$ cat src/hdl/xdt_defines.vh
// Constants for the instruction tail decoder: register map, fields,
// operation classes, flag positions and clock counts.
// Assumes inclusion by bare name from the decoder module.
`ifndef XDT_DEFINES_VH
`define XDT_DEFINES_VH

// ----------------------------------------------------------------
// Register map
// ----------------------------------------------------------------
`define XDT_ADDR_CTRL   8'h00
`define XDT_ADDR_STAT   8'h04
`define XDT_ADDR_COUNT  8'h08
`define XDT_ADDR_LAST   8'h0c
`define XDT_CTRL_EN     0
`define XDT_CTRL_NARROW 1
`define XDT_CTRL_RST    2'h1
`define XDT_STAT_IRQ    0
`define XDT_STAT_DIR    1
`define XDT_STAT_ILL    2

// ----------------------------------------------------------------
// Operand address byte fields
// ----------------------------------------------------------------
`define XDT_MOD_HI      7
`define XDT_MOD_LO      6
`define XDT_AUX_HI      5
`define XDT_AUX_LO      3
`define XDT_RM_HI       2
`define XDT_RM_LO       0
`define XDT_SR_HI       4
`define XDT_SR_LO       3

// ----------------------------------------------------------------
// Operation classes
// ----------------------------------------------------------------
`define XDT_OP_NONE     4'h0
`define XDT_OP_ASHR     4'h1
`define XDT_OP_LSHR     4'h2
`define XDT_OP_SUBB     4'h3
`define XDT_OP_SUB      4'h4
`define XDT_OP_SCAN     4'h5
`define XDT_OP_SETC     4'h6
`define XDT_OP_SETD     4'h7
`define XDT_OP_SETI     4'h8
`define XDT_OP_STORE    4'h9
`define XDT_OP_TEST     4'ha
`define XDT_OP_SWAP     4'hb
`define XDT_OP_XLT      4'hc
`define XDT_OP_XOR      4'hd

// ----------------------------------------------------------------
// Flag positions: O D I T S Z A P C
// ----------------------------------------------------------------
`define XDT_F_O         8
`define XDT_F_D         7
`define XDT_F_I         6
`define XDT_F_S         4
`define XDT_F_Z         3
`define XDT_F_A         2
`define XDT_F_P         1
`define XDT_F_C         0

// ----------------------------------------------------------------
// Clock counts
// ----------------------------------------------------------------
`define XDT_CLK_SH1_R   8'h02
`define XDT_CLK_SH1_M   8'h0f
`define XDT_CLK_SHN_R   8'h05
`define XDT_CLK_SHN_M   8'h11
`define XDT_CLK_AI8     8'h03
`define XDT_CLK_AI16    8'h04
`define XDT_CLK_IMM_R   8'h04
`define XDT_CLK_IMM_M   8'h10
`define XDT_CLK_RR      8'h03
`define XDT_CLK_RM      8'h0a
`define XDT_CLK_NARROW  8'h04
`define XDT_CLK_SWP_R   8'h04
`define XDT_CLK_SWP_M   8'h11
`define XDT_CLK_SWPAX   8'h03
`define XDT_CLK_SCAN    8'h0f
`define XDT_CLK_SCAN_N  8'h13
`define XDT_CLK_STORE   8'h0a
`define XDT_CLK_FLAG    8'h02
`define XDT_CLK_XLT     8'h0b
`define XDT_CLK_XLT_N   8'h0f

`endif

$ cat src/hdl/xdt_decoder.v
// Instruction tail decoder: takes opcode bytes from fetch, gathers the
// operand address byte, displacement and immediate, forms the
// effective address and hands a decoded record to execution.
// Assumes fetch and register file share sys_clk; no synchronisers.
//
// The register addresses and the strobed register port were decided locally.
`timescale 1ns/1ps
`include "xdt_defines.vh"

module xdt_decoder (
  input  wire        sys_clk,
  input  wire        srst,
  input  wire        byte_valid,
  input  wire [7:0]  byte_data,
  output reg         byte_ready_q,
  input  wire [15:0] bx_val,
  input  wire [15:0] bp_val,
  input  wire [15:0] si_val,
  input  wire [15:0] di_val,
  input  wire [7:0]  al_val,
  input  wire [7:0]  reg_addr,
  input  wire [31:0] reg_wdata,
  input  wire        reg_wr,
  input  wire        reg_rd,
  output reg  [31:0] reg_rdata_q,
  output reg         dec_valid_q,
  output reg  [3:0]  dec_op_q,
  output reg         dec_word_q,
  output reg  [1:0]  dec_mode_q,
  output reg  [2:0]  dec_aux_q,
  output reg         dec_ext_q,
  output reg  [2:0]  dec_reg_q,
  output reg  [2:0]  dec_rm_q,
  output reg         dec_mem_q,
  output reg  [15:0] dec_disp_q,
  output reg  [15:0] dec_imm_q,
  output reg  [15:0] dec_ea_q,
  output reg  [1:0]  dec_seg_q,
  output reg  [15:0] dec_step_q,
  output reg         dec_wb_q,
  output reg  [7:0]  dec_clk_q,
  output reg         dec_clk_n_q,
  output reg  [8:0]  flag_res_q,
  output reg  [8:0]  flag_clr_q,
  output reg  [8:0]  flag_set_q,
  output reg  [8:0]  flag_undef_q,
  output reg         dec_illegal_q,
  output reg         irq_en_q,
  output reg         dir_q
);

  localparam [2:0] ST_IDLE = 3'h0;
  localparam [2:0] ST_MRM  = 3'h1;
  localparam [2:0] ST_DLO  = 3'h2;
  localparam [2:0] ST_DHI  = 3'h3;
  localparam [2:0] ST_ILO  = 3'h4;
  localparam [2:0] ST_IHI  = 3'h5;
  localparam [2:0] ST_EMIT = 3'h6;

  reg  [2:0]  st_q;
  reg  [2:0]  st_d;
  reg  [7:0]  opc_q;
  reg  [7:0]  mrm_q;
  reg  [15:0] disp_q;
  reg  [15:0] imm_q;
  reg  [1:0]  disp_n_q;
  reg  [1:0]  imm_n_q;
  reg  [1:0]  seg_q;
  reg         ovr_q;
  reg  [1:0]  ctrl_q;
  reg         ien_pend_q;
  reg  [15:0] count_q;
  reg  [15:0] last_q;

  // ----------------------------------------------------------------
  // Operand address byte fields
  // ----------------------------------------------------------------
  wire [1:0] f_mod = mrm_q[`XDT_MOD_HI:`XDT_MOD_LO];
  wire [2:0] f_aux = mrm_q[`XDT_AUX_HI:`XDT_AUX_LO];
  wire [2:0] f_rm  = mrm_q[`XDT_RM_HI:`XDT_RM_LO];
  wire [1:0] b_mod = byte_data[`XDT_MOD_HI:`XDT_MOD_LO];
  wire [2:0] b_aux = byte_data[`XDT_AUX_HI:`XDT_AUX_LO];
  wire [2:0] b_rm  = byte_data[`XDT_RM_HI:`XDT_RM_LO];
  wire       take  = byte_valid && byte_ready_q && ctrl_q[`XDT_CTRL_EN];
  wire       narrow = ctrl_q[`XDT_CTRL_NARROW];
  wire       is_pfx = (byte_data[7:5] == 3'h1) && (byte_data[2:0] == 3'h6);

  // Opcode carries an operand address byte
  reg        has_mrm;
  reg [1:0]  acc_imm_n;
  always @*
  begin
    has_mrm   = 1'b0;
    acc_imm_n = 2'h0;
    case (byte_data)
      8'h18, 8'h19, 8'h1a, 8'h1b, 8'h28, 8'h29, 8'h2a, 8'h2b,
      8'h30, 8'h31, 8'h32, 8'h33, 8'h80, 8'h81, 8'h83, 8'h84,
      8'h85, 8'h86, 8'h87, 8'hc0, 8'hc1, 8'hd0, 8'hd1, 8'hd2,
      8'hd3, 8'hf6, 8'hf7: has_mrm = 1'b1;
      8'h1c, 8'h2c, 8'h34, 8'ha8: acc_imm_n = 2'h1;
      8'h1d, 8'h2d, 8'h35, 8'ha9: acc_imm_n = 2'h2;
      default: has_mrm = 1'b0;
    endcase
  end

  // Immediate bytes that follow the operand address byte
  reg [1:0] mrm_imm_n;
  always @*
  begin
    case (opc_q)
      8'h80, 8'h83, 8'hc0, 8'hc1: mrm_imm_n = 2'h1;
      8'h81:   mrm_imm_n = 2'h2;
      8'hf6:   mrm_imm_n = (b_aux == 3'h0) ? 2'h1 : 2'h0;
      8'hf7:   mrm_imm_n = (b_aux == 3'h0) ? 2'h2 : 2'h0;
      default: mrm_imm_n = 2'h0;
    endcase
  end

  // Displacement size from the mode field
  reg [1:0] b_disp_n;
  always @*
  begin
    case (b_mod)
      2'h0:    b_disp_n = (b_rm == 3'h6) ? 2'h2 : 2'h0;
      2'h1:    b_disp_n = 2'h1;
      2'h2:    b_disp_n = 2'h2;
      default: b_disp_n = 2'h0;
    endcase
  end

  // ----------------------------------------------------------------
  // Byte gathering state machine
  // ----------------------------------------------------------------
  always @*
  begin
    st_d = st_q;
    case (st_q)
      ST_IDLE:
        if (take && !is_pfx)
          st_d = has_mrm ? ST_MRM : (acc_imm_n != 2'h0) ? ST_ILO : ST_EMIT;
      ST_MRM:
        if (take)
          st_d = (b_mod != 2'h3 && b_disp_n != 2'h0) ? ST_DLO :
                 (mrm_imm_n != 2'h0) ? ST_ILO : ST_EMIT;
      ST_DLO:
        if (take)
          st_d = (disp_n_q == 2'h2) ? ST_DHI : (imm_n_q != 2'h0) ? ST_ILO : ST_EMIT;
      ST_DHI:
        if (take)
          st_d = (imm_n_q != 2'h0) ? ST_ILO : ST_EMIT;
      ST_ILO:
        if (take)
          st_d = (imm_n_q == 2'h2) ? ST_IHI : ST_EMIT;
      ST_IHI:
        if (take)
          st_d = ST_EMIT;
      ST_EMIT: st_d = ST_IDLE;
      default: st_d = ST_IDLE;
    endcase
  end

  // ----------------------------------------------------------------
  // Instruction decode from the gathered bytes
  // ----------------------------------------------------------------
  reg [3:0] d_op;
  reg       d_word;
  reg       d_ext;
  reg       d_mem;
  reg [7:0] d_clk_r;
  reg [7:0] d_clk_m;
  reg       d_n;
  wire      acc_form = (opc_q == 8'h1c) || (opc_q == 8'h1d) || (opc_q == 8'h2c) ||
                       (opc_q == 8'h2d) || (opc_q == 8'h34) || (opc_q == 8'h35) ||
                       (opc_q == 8'ha8) || (opc_q == 8'ha9);
  wire      has_m = (f_mod != 2'h3);
  always @*
  begin
    d_op    = `XDT_OP_NONE;
    d_word  = opc_q[0];
    d_ext   = 1'b0;
    d_mem   = 1'b0;
    d_clk_r = `XDT_CLK_RR;
    d_clk_m = `XDT_CLK_RM;
    d_n     = 1'b0;
    case (opc_q)
      8'hc0, 8'hc1, 8'hd0, 8'hd1, 8'hd2, 8'hd3:
      begin
        d_ext   = 1'b1;
        d_mem   = has_m;
        d_op    = (f_aux == 3'h7) ? `XDT_OP_ASHR :
                  (f_aux == 3'h5) ? `XDT_OP_LSHR : `XDT_OP_NONE;
        d_n     = !(opc_q == 8'hd0 || opc_q == 8'hd1);
        d_clk_r = d_n ? `XDT_CLK_SHN_R : `XDT_CLK_SH1_R;
        d_clk_m = d_n ? `XDT_CLK_SHN_M : `XDT_CLK_SH1_M;
      end
      8'h80, 8'h81, 8'h83:
      begin
        d_ext   = 1'b1;
        d_mem   = has_m;
        d_op    = (f_aux == 3'h3) ? `XDT_OP_SUBB :
                  (f_aux == 3'h5) ? `XDT_OP_SUB :
                  (f_aux == 3'h6) ? `XDT_OP_XOR : `XDT_OP_NONE;
        d_clk_r = `XDT_CLK_IMM_R;
        d_clk_m = `XDT_CLK_IMM_M;
      end
      8'hf6, 8'hf7:
      begin
        d_ext   = 1'b1;
        d_mem   = has_m;
        d_op    = (f_aux == 3'h0) ? `XDT_OP_TEST : `XDT_OP_NONE;
        d_clk_r = `XDT_CLK_IMM_R;
      end
      8'h18, 8'h19, 8'h1a, 8'h1b:
      begin
        d_op  = `XDT_OP_SUBB;
        d_mem = has_m;
      end
      8'h28, 8'h29, 8'h2a, 8'h2b:
      begin
        d_op  = `XDT_OP_SUB;
        d_mem = has_m;
      end
      8'h30, 8'h31, 8'h32, 8'h33:
      begin
        d_op  = `XDT_OP_XOR;
        d_mem = has_m;
      end
      8'h84, 8'h85:
      begin
        d_op  = `XDT_OP_TEST;
        d_mem = has_m;
      end
      8'h86, 8'h87:
      begin
        d_op    = `XDT_OP_SWAP;
        d_mem   = has_m;
        d_clk_r = `XDT_CLK_SWP_R;
        d_clk_m = `XDT_CLK_SWP_M;
      end
      8'h1c, 8'h1d: d_op = `XDT_OP_SUBB;
      8'h2c, 8'h2d: d_op = `XDT_OP_SUB;
      8'h34, 8'h35: d_op = `XDT_OP_XOR;
      8'ha8, 8'ha9: d_op = `XDT_OP_TEST;
      8'h90, 8'h91, 8'h92, 8'h93, 8'h94, 8'h95, 8'h96, 8'h97:
      begin
        d_op    = `XDT_OP_SWAP;
        d_word  = 1'b1;
        d_clk_r = `XDT_CLK_SWPAX;
      end
      8'hae, 8'haf:
      begin
        d_op    = `XDT_OP_SCAN;
        d_mem   = 1'b1;
        d_clk_m = narrow ? `XDT_CLK_SCAN_N : `XDT_CLK_SCAN;
      end
      8'haa, 8'hab:
      begin
        d_op    = `XDT_OP_STORE;
        d_mem   = 1'b1;
        d_clk_m = `XDT_CLK_STORE;
      end
      8'hd7:
      begin
        d_op    = `XDT_OP_XLT;
        d_word  = 1'b0;
        d_mem   = 1'b1;
        d_clk_m = narrow ? `XDT_CLK_XLT_N : `XDT_CLK_XLT;
      end
      8'hf9: d_op = `XDT_OP_SETC;
      8'hfd: d_op = `XDT_OP_SETD;
      8'hfb: d_op = `XDT_OP_SETI;
      default: d_op = `XDT_OP_NONE;
    endcase
    // Accumulator immediate forms cost 3 for bytes, 4 for words
    if (acc_form)
      d_clk_r = d_word ? `XDT_CLK_AI16 : `XDT_CLK_AI8;
    if (d_op == `XDT_OP_SETC || d_op == `XDT_OP_SETD || d_op == `XDT_OP_SETI)
      d_clk_r = `XDT_CLK_FLAG;
  end

  wire str_op = (d_op == `XDT_OP_SCAN) || (d_op == `XDT_OP_STORE);
  wire shf_op = (d_op == `XDT_OP_ASHR) || (d_op == `XDT_OP_LSHR);

  // Clock count, register or memory column, narrow bus adds for memory words except shifts and scans
  reg [7:0] d_clk;
  always @*
  begin
    d_clk = d_mem ? d_clk_m : d_clk_r;
    if (narrow && d_mem && d_word && !shf_op && d_op != `XDT_OP_SCAN)
      d_clk = d_clk_m + `XDT_CLK_NARROW;
  end

  // ----------------------------------------------------------------
  // Effective address and segment
  // ----------------------------------------------------------------
  reg [15:0] ea_base;
  reg [15:0] ea_idx;
  reg        bp_based;
  wire       direct = (f_mod == 2'h0) && (f_rm == 3'h6);
  always @*
  begin
    ea_idx   = 16'h0000;
    bp_based = 1'b0;
    case (f_rm)
      3'h0: begin ea_base = bx_val; ea_idx = si_val; end
      3'h1: begin ea_base = bx_val; ea_idx = di_val; end
      3'h2: begin ea_base = bp_val; ea_idx = si_val; bp_based = 1'b1; end
      3'h3: begin ea_base = bp_val; ea_idx = di_val; bp_based = 1'b1; end
      3'h4: ea_base = si_val;
      3'h5: ea_base = di_val;
      3'h6: begin ea_base = bp_val; bp_based = 1'b1; end
      default: ea_base = bx_val;
    endcase
  end

  reg [15:0] d_ea;
  reg [1:0]  d_seg;
  always @*
  begin
    d_ea  = direct ? disp_q : ea_base + ea_idx + disp_q;
    d_seg = (bp_based && !direct) ? 2'h2 : 2'h3;
    if (str_op)
    begin
      d_ea  = di_val;
      d_seg = 2'h0;
    end
    else if (d_op == `XDT_OP_XLT)
    begin
      d_ea  = bx_val + {8'h00, al_val};
      d_seg = ovr_q ? seg_q : 2'h3;
    end
    else if (ovr_q)
      d_seg = seg_q;
  end

  // Flag effects per operation
  reg [8:0] m_res;
  reg [8:0] m_clr;
  reg [8:0] m_set;
  reg [8:0] m_und;
  localparam [8:0] F_ARITH = 9'h11f;
  localparam [8:0] F_SZP   = 9'h01a;
  localparam [8:0] F_OA    = 9'h104;
  localparam [8:0] F_OC    = 9'h101;
  always @*
  begin
    m_res = 9'h000;
    m_clr = 9'h000;
    m_set = 9'h000;
    m_und = 9'h000;
    case (d_op)
      `XDT_OP_ASHR: begin m_res = F_SZP | 9'h001; m_und = F_OA; end
      `XDT_OP_LSHR: begin m_res = F_SZP; m_clr = 9'h001; m_und = F_OA; end
      `XDT_OP_SUBB, `XDT_OP_SUB, `XDT_OP_SCAN: m_res = F_ARITH;
      `XDT_OP_TEST, `XDT_OP_XOR:
      begin
        m_res = F_SZP;
        m_clr = F_OC;
        m_und = 9'h004;
      end
      `XDT_OP_SETC: m_set[`XDT_F_C] = 1'b1;
      `XDT_OP_SETD: m_set[`XDT_F_D] = 1'b1;
      `XDT_OP_SETI: m_set[`XDT_F_I] = 1'b1;
      default: m_res = 9'h000;
    endcase
  end

  // ----------------------------------------------------------------
  // Sequential datapath
  // ----------------------------------------------------------------
  wire emit = (st_q == ST_EMIT);
  wire wr_st = reg_wr && (reg_addr == `XDT_ADDR_STAT);
  always @(posedge sys_clk)
  begin
    if (srst)
    begin
      st_q         <= ST_IDLE;
      byte_ready_q <= 1'b0;
      opc_q        <= 8'h00;
      mrm_q        <= 8'h00;
      disp_q       <= 16'h0000;
      imm_q        <= 16'h0000;
      disp_n_q     <= 2'h0;
      imm_n_q      <= 2'h0;
      seg_q        <= 2'h0;
      ovr_q        <= 1'b0;
    end
    else
    begin
      st_q         <= st_d;
      byte_ready_q <= (st_d != ST_EMIT);
      if (take)
        case (st_q)
          ST_IDLE:
            if (is_pfx)
            begin
              ovr_q <= 1'b1;
              seg_q <= byte_data[`XDT_SR_HI:`XDT_SR_LO];
            end
            else
            begin
              opc_q   <= byte_data;
              mrm_q   <= 8'hc0 | byte_data; // Register-form default
              disp_q  <= 16'h0000;
              imm_q   <= 16'h0000;
              imm_n_q <= acc_imm_n;
            end
          ST_MRM:
          begin
            mrm_q    <= byte_data;
            disp_n_q <= b_disp_n;
            imm_n_q  <= mrm_imm_n;
          end
          ST_DLO: disp_q <= {{8{byte_data[7]}}, byte_data};
          ST_DHI: disp_q[15:8] <= byte_data;
          ST_ILO: imm_q <= {{8{byte_data[7]}}, byte_data};
          ST_IHI: imm_q[15:8] <= byte_data;
          default: opc_q <= opc_q;
        endcase
      if (emit)
        ovr_q <= 1'b0;
    end
  end

  // Decoded record, held until the next instruction
  always @(posedge sys_clk)
  begin
    if (srst)
    begin
      dec_valid_q   <= 1'b0;
      dec_op_q      <= `XDT_OP_NONE;
      dec_word_q    <= 1'b0;
      dec_mode_q    <= 2'h0;
      dec_aux_q     <= 3'h0;
      dec_ext_q     <= 1'b0;
      dec_reg_q     <= 3'h0;
      dec_rm_q      <= 3'h0;
      dec_mem_q     <= 1'b0;
      dec_disp_q    <= 16'h0000;
      dec_imm_q     <= 16'h0000;
      dec_ea_q      <= 16'h0000;
      dec_seg_q     <= 2'h0;
      dec_step_q    <= 16'h0000;
      dec_wb_q      <= 1'b0;
      dec_clk_q     <= 8'h00;
      dec_clk_n_q   <= 1'b0;
      flag_res_q    <= 9'h000;
      flag_clr_q    <= 9'h000;
      flag_set_q    <= 9'h000;
      flag_undef_q  <= 9'h000;
    end
    else
    begin
      dec_valid_q <= emit;
      if (emit)
      begin
        dec_op_q     <= d_op;
        dec_word_q   <= d_word;
        dec_mode_q   <= f_mod;
        dec_aux_q    <= f_aux;
        dec_ext_q    <= d_ext;
        dec_reg_q    <= (opc_q[7:3] == 5'h12) ? opc_q[2:0] : f_aux;
        dec_rm_q     <= f_rm;
        dec_mem_q    <= d_mem;
        dec_disp_q   <= disp_q;
        dec_imm_q    <= imm_q;
        dec_ea_q     <= d_ea;
        dec_seg_q    <= d_seg;
        dec_step_q   <= !str_op ? 16'h0000 :
                        dir_q ? (d_word ? 16'hfffe : 16'hffff) :
                        (d_word ? 16'h0002 : 16'h0001);
        dec_wb_q     <= (d_op != `XDT_OP_TEST) && (d_op != `XDT_OP_SCAN) &&
                        (d_op != `XDT_OP_NONE);
        dec_clk_q    <= d_clk;
        dec_clk_n_q  <= d_n;
        flag_res_q   <= m_res;
        flag_clr_q   <= m_clr;
        flag_set_q   <= m_set;
        flag_undef_q <= m_und;
      end
    end
  end

  // ----------------------------------------------------------------
  // Mode state, status and register port
  // ----------------------------------------------------------------
  always @(posedge sys_clk)
  begin
    if (srst)
    begin
      ctrl_q        <= `XDT_CTRL_RST;
      ien_pend_q    <= 1'b0;
      irq_en_q      <= 1'b0;
      dir_q         <= 1'b0;
      dec_illegal_q <= 1'b0;
      count_q       <= 16'h0000;
      last_q        <= 16'h0000;
      reg_rdata_q   <= 32'h00000000;
    end
    else
    begin
      if (reg_wr && reg_addr == `XDT_ADDR_CTRL)
        ctrl_q <= reg_wdata[1:0];
      // Write one clears; a hardware set in the same cycle wins
      if (wr_st && reg_wdata[`XDT_STAT_IRQ])
        irq_en_q <= 1'b0;
      if (wr_st && reg_wdata[`XDT_STAT_DIR])
        dir_q <= 1'b0;
      if (wr_st && reg_wdata[`XDT_STAT_ILL])
        dec_illegal_q <= 1'b0;
      if (emit)
      begin
        count_q <= count_q + 16'h0001;
        last_q  <= {opc_q, mrm_q};
        if (d_op == `XDT_OP_NONE)
          dec_illegal_q <= 1'b1;
        if (d_op == `XDT_OP_SETD)
          dir_q <= 1'b1;
        if (d_op == `XDT_OP_SETI)
          ien_pend_q <= 1'b1;
        else if (ien_pend_q)
        begin
          ien_pend_q <= 1'b0;
          irq_en_q   <= 1'b1;
        end
      end
      reg_rdata_q <= 32'h00000000;
      if (reg_rd)
        case (reg_addr)
          `XDT_ADDR_CTRL:  reg_rdata_q <= {30'h0, ctrl_q};
          `XDT_ADDR_STAT:  reg_rdata_q <= {29'h0, dec_illegal_q, dir_q, irq_en_q};
          `XDT_ADDR_COUNT: reg_rdata_q <= {16'h0000, count_q};
          `XDT_ADDR_LAST:  reg_rdata_q <= {16'h0000, last_q};
          default:         reg_rdata_q <= 32'h00000000;
        endcase
    end
  end

endmodule // xdt_decoder

$ cat config.mk
export PLATFORM = sky130hd
export DESIGN_NAME = xdt_decoder
export DESIGN_NICKNAME = d
export VERILOG_FILES = /design/src/hdl/xdt_decoder.v
export VERILOG_INCLUDE_DIRS = /design/src /design/src/hdl
export SDC_FILE = /design/constraint.sdc
export NUM_CORES = 1
export LEC_CHECK = 0
export BUFFER_PORTS_ARGS = -buffer_cell sky130_fd_sc_hd__buf_2
export CAP_MARGIN = 0
export CORE_MARGIN = 5
export CORE_UTILIZATION = 49
export DETAILED_ROUTE_END_ITERATION = 8
export PLACE_DENSITY = 0.77
export SLEW_MARGIN = 20
export SYNTH_ARGS = -nofsm -noshare
export SYNTH_HDL_FRONTEND = slang
export SYNTH_SLANG_ARGS = --single-unit
export TNS_END_PERCENT = 20
$ cat constraint.sdc
create_clock -name sys_clk -period 3.8 [get_ports sys_clk]
set_input_delay 0.76 -clock sys_clk [delete_from_list [all_inputs] [get_ports sys_clk]]
set_output_delay 0.76 -clock sys_clk [all_outputs]
set_load 0.01 [all_outputs]
==> key figures <==
Worst setup path
  • R2R Setup Slk: -30 ps
  • Setup crit end kind: flop
  • Required @ worst endpoint: 4160 ps
  • CP Launch Type: flop
  • Critical Path AT: 4190 ps
  • Crit path max fanout: 6
  • Kind of critical path: reg -> reg

Layout
  • Nets: 1864
  • Most frequent cells in the layout: 220 x nand2_1, 220 x buf_2, 192 x dfxtp_1
  • Area Growth Syn to Fin: 19.9%
  • Share of cells above drive strength 1: about a quarter
  • Fin util: 59.4%
  • Antenna cells: 0

Synthesis
  • Netlist Area Pre-Place: 0.0116 mm²
  • Synth top area share: 33.5%
  • Synth Instances: roughly 1500
  • Distinct cell type count of the synthesized netlist: 82
  • EDFF count, synth: 0
  • Synth area leader: dfxtp_1
  • #FFs+latches synth: 194
  • Seq/Total Area, Yosys: 33.5%
  • Asr flop ratio synth: 0%
  • Primary FF master, synth: dfxtp_1
  • Ys Warns: 0
  • Mean post-synth cell area: 7.76 µm²
  • Synth top area cells: dfxtp_1 34%, nand2_1 7.1%, a21oi_1 5.9%

Clock network
  • Clk sink count: 194
  • Clock slew at reported path FFs: 70 ps
  • Hold-fix buffers, CTS: 0
  • Max H-tree Level: 4
  • Latest clock arrival within the worst-skew pair: 440 ps
  • Clk root buf: clkbuf_16
  • CTS buffer count: 17
  • CTS tree: built
  • CTS Buffer Depth: 2

Job
  • Max Cap Viol: 0

Routing
  • Routed wire length: 36.9 mm
  • Vias: 11398
  • Drc violations: 0
  • Initial DRT Pass Iterations: 5
  • Vias per cell: 5.61
  • Post-route ant nets: 0
  • First DRT Iteration DRCs: about 900
  • Mean routed wirelength per cell: 18.2 µm

Floorplan
  • Total core area: around 0.023 mm²
  • Die W: between 150 and 200 µm
  • Die Area: 0.0268 mm²
  • Starting Density: 49.5%
  • Die Y: approximately 160 µm
  • I/O pin count: about 290
  • FP Rows: between 50 and 60

GRT
  • Vias in the first global route: between 10000 and 15000
  • First-pass GRT wire length: between 50 and 60 mm
  • Total GRT Usage: roughly a quarter
  • GRT overflow: 0
  • Largest net degree at the start of global routing: 94
  • Antenna violations before repair: 0

STA
  • Tmin final: between 3000 and 4000 ps
  • Slew @ Worst Pin: ~950 ps
  • Setup TNS: -31.0 ps
  • Final Max Slew Viols: 0
  • Rel. slew slack: between 30% and 40%
  • Endpoints failing setup: 1
  • Fmax: 261 MHz
  • Clk_skew: approximately 11 ps
  • Final hold vios: 0
  • Final period util: 101%
  • Final WS setup: -31.0 ps
  • Unrepaired setup endpoints after global routing: yes

Power
  • Sw power: a little under 2 mW
  • Power Density: 418 mW/mm²
  • Clock power frac: 31.7%
  • Switching Share: 33.5%
  • Comb pwr share: 30.5%
  • Leak: 5.88 nW
  • Internal power: approximately 3.9 mW
  • IR drop worst, VDD: 225 µV
  • Flop pwr share: ~38%

Status
  • Failing checks: negative setup slack
  • Outcome: finished, violations left

Hold path
  • Hold Path Class: reg -> reg

Place
  • PortBufs: 221
  • Setup WS pre-CTS: -531 ps
  • GPL Wtd Cong: 0.976
  • DPL Wire Length: 27.2 mm
[sequential cells by signal, summed over array words and instances, names as in the netlist, 3 cells and up]
signal / flops
reg_rdata_q: 16
opc_q: 8
st_q: 3
flag_res_q: 3
dec_disp_q: 16
imm_q: 16
dec_reg_q: 3
count_q: 16
dec_step_q: 3
last_q: 11
flag_set_q: 3
dec_imm_q: 16
dec_op_q: 4
mrm_q: 8
dec_ea_q: 16
dec_clk_q: 6
disp_q: 16
[synth_stat cells (18+ instances only)]
cell type / number
nand2_1: 220
xor2_1: 24
nor2b_1: 18
nor3_1: 32
ha_1: 24
xnor2_1: 20
o21ai_0: 40
mux2i_1: 45
inv_1: 58
buf_4: 67
a211oi_1: 37
nand3_1: 65
a21oi_1: 136
o22ai_1: 18
nor2_1: 139
dfxtp_1: 194
o211ai_1: 20
clkbuf_1: 83
[through the flow]
stage          std cells  cell area, µm²  total power, mW  hold WS (ps)
2_1_floorplan       1534           11700             3.28           432
3_3_place_gp        1991           13000             3.83           427
3_5_place_dp        1991           13000             3.86           429
4_1_cts             2025           13700             5.72           441
5_1_grt             2030           13900             6.07           465
6_report            2030           13900             5.81           438
[cell type report]
class	count	area, µm²
fill	2178	9510
multi-input combinational	1108	6910
sequential	194	3890
timing repair buffer	319	1880
clock buffer	21	460
tap	319	399
inverter	58	221
clock inverter	11	139
[power groups by stage]
stage / Combinational (mW) / Sequential, mW / Clock [mW]
after CTS: 1.67 / 2.19 / 1.85
after global routing: 1.93 / 2.20 / 1.94
after global placement: 1.59 / 2.24 / 0
final: 1.77 / 2.19 / 1.84
after detailed placement: 1.62 / 2.24 / 0
after floorplan: 1.11 / 2.18 / 0
[critical path: stages (launching register included)]
cell and delay (ps):
dfxtp_4 440, buf_6 140, mux2i_4 290, o22ai_2 100
a21oi_2 150, fa_1 410, inv_1 70, ha_2 190
inv_2 40, fa_2 340, nor2b_2 160, o31a_1 220
o211ai_1 180, a31oi_2 260, and2_4 190, mux2i_1 180
o211ai_1 130, a211oi_2 240
[cell families after synthesis]
kind of cell | count (synthesis) | share of synthesized area, %
AO/OA/AOI/OAI | 355 | 19.8
flip-flops | 194 | 33.5
AND/OR/NAND/NOR | 576 | 23.2
multiplexers | 51 | 4.76
buffers and inverters | 232 | 9.91
other | 1 | 0.0324
adder cells (fa/ha/maj) | 41 | 5.53
XOR/XNOR | 44 | 3.33
[timing repair]
| item | in CTS | in global routing |
|---|---|---|
| buffers inserted | 2 | 6 |
| setup endpoints to repair | 7 | 10 |
| gates resized for setup | 15 | 40 |
| pin swaps | 5 | 22 |
[worst paths after layout]
| kind | from | to | depth (start not counted) |
|---|---|---|---|
| setup / recovery | mrm_q[0]$_SDFFE_PP0P_ | dec_ea_q[15]$_SDFFE_PP0P_ | 17 |
| hold / removal | flag_set_q[7]$_SDFFE_PP0P_ | flag_set_q[7]$_SDFFE_PP0P_ | 2 |
| setup reg to reg | mrm_q[0]$_SDFFE_PP0P_ | dec_ea_q[15]$_SDFFE_PP0P_ | 17 |
| hold reg to reg | flag_set_q[7]$_SDFFE_PP0P_ | flag_set_q[7]$_SDFFE_PP0P_ | 2 |
[metal layers]
| metal | GRT usage [%] | vias up | share of wire [%] |
|---|---|---|---|
| met5 | 0 | - | 0 |
| met4 | 8.73 | 0 | 2.8 |
| met3 | 4.94 | 76 | 7.9 |
| met2 | 44.0 | 464 | 48 |
| met1 | 35.2 | 5401 | 42 |
| li1 | - | 5457 | - |
(Power assumes the default switching activity.)
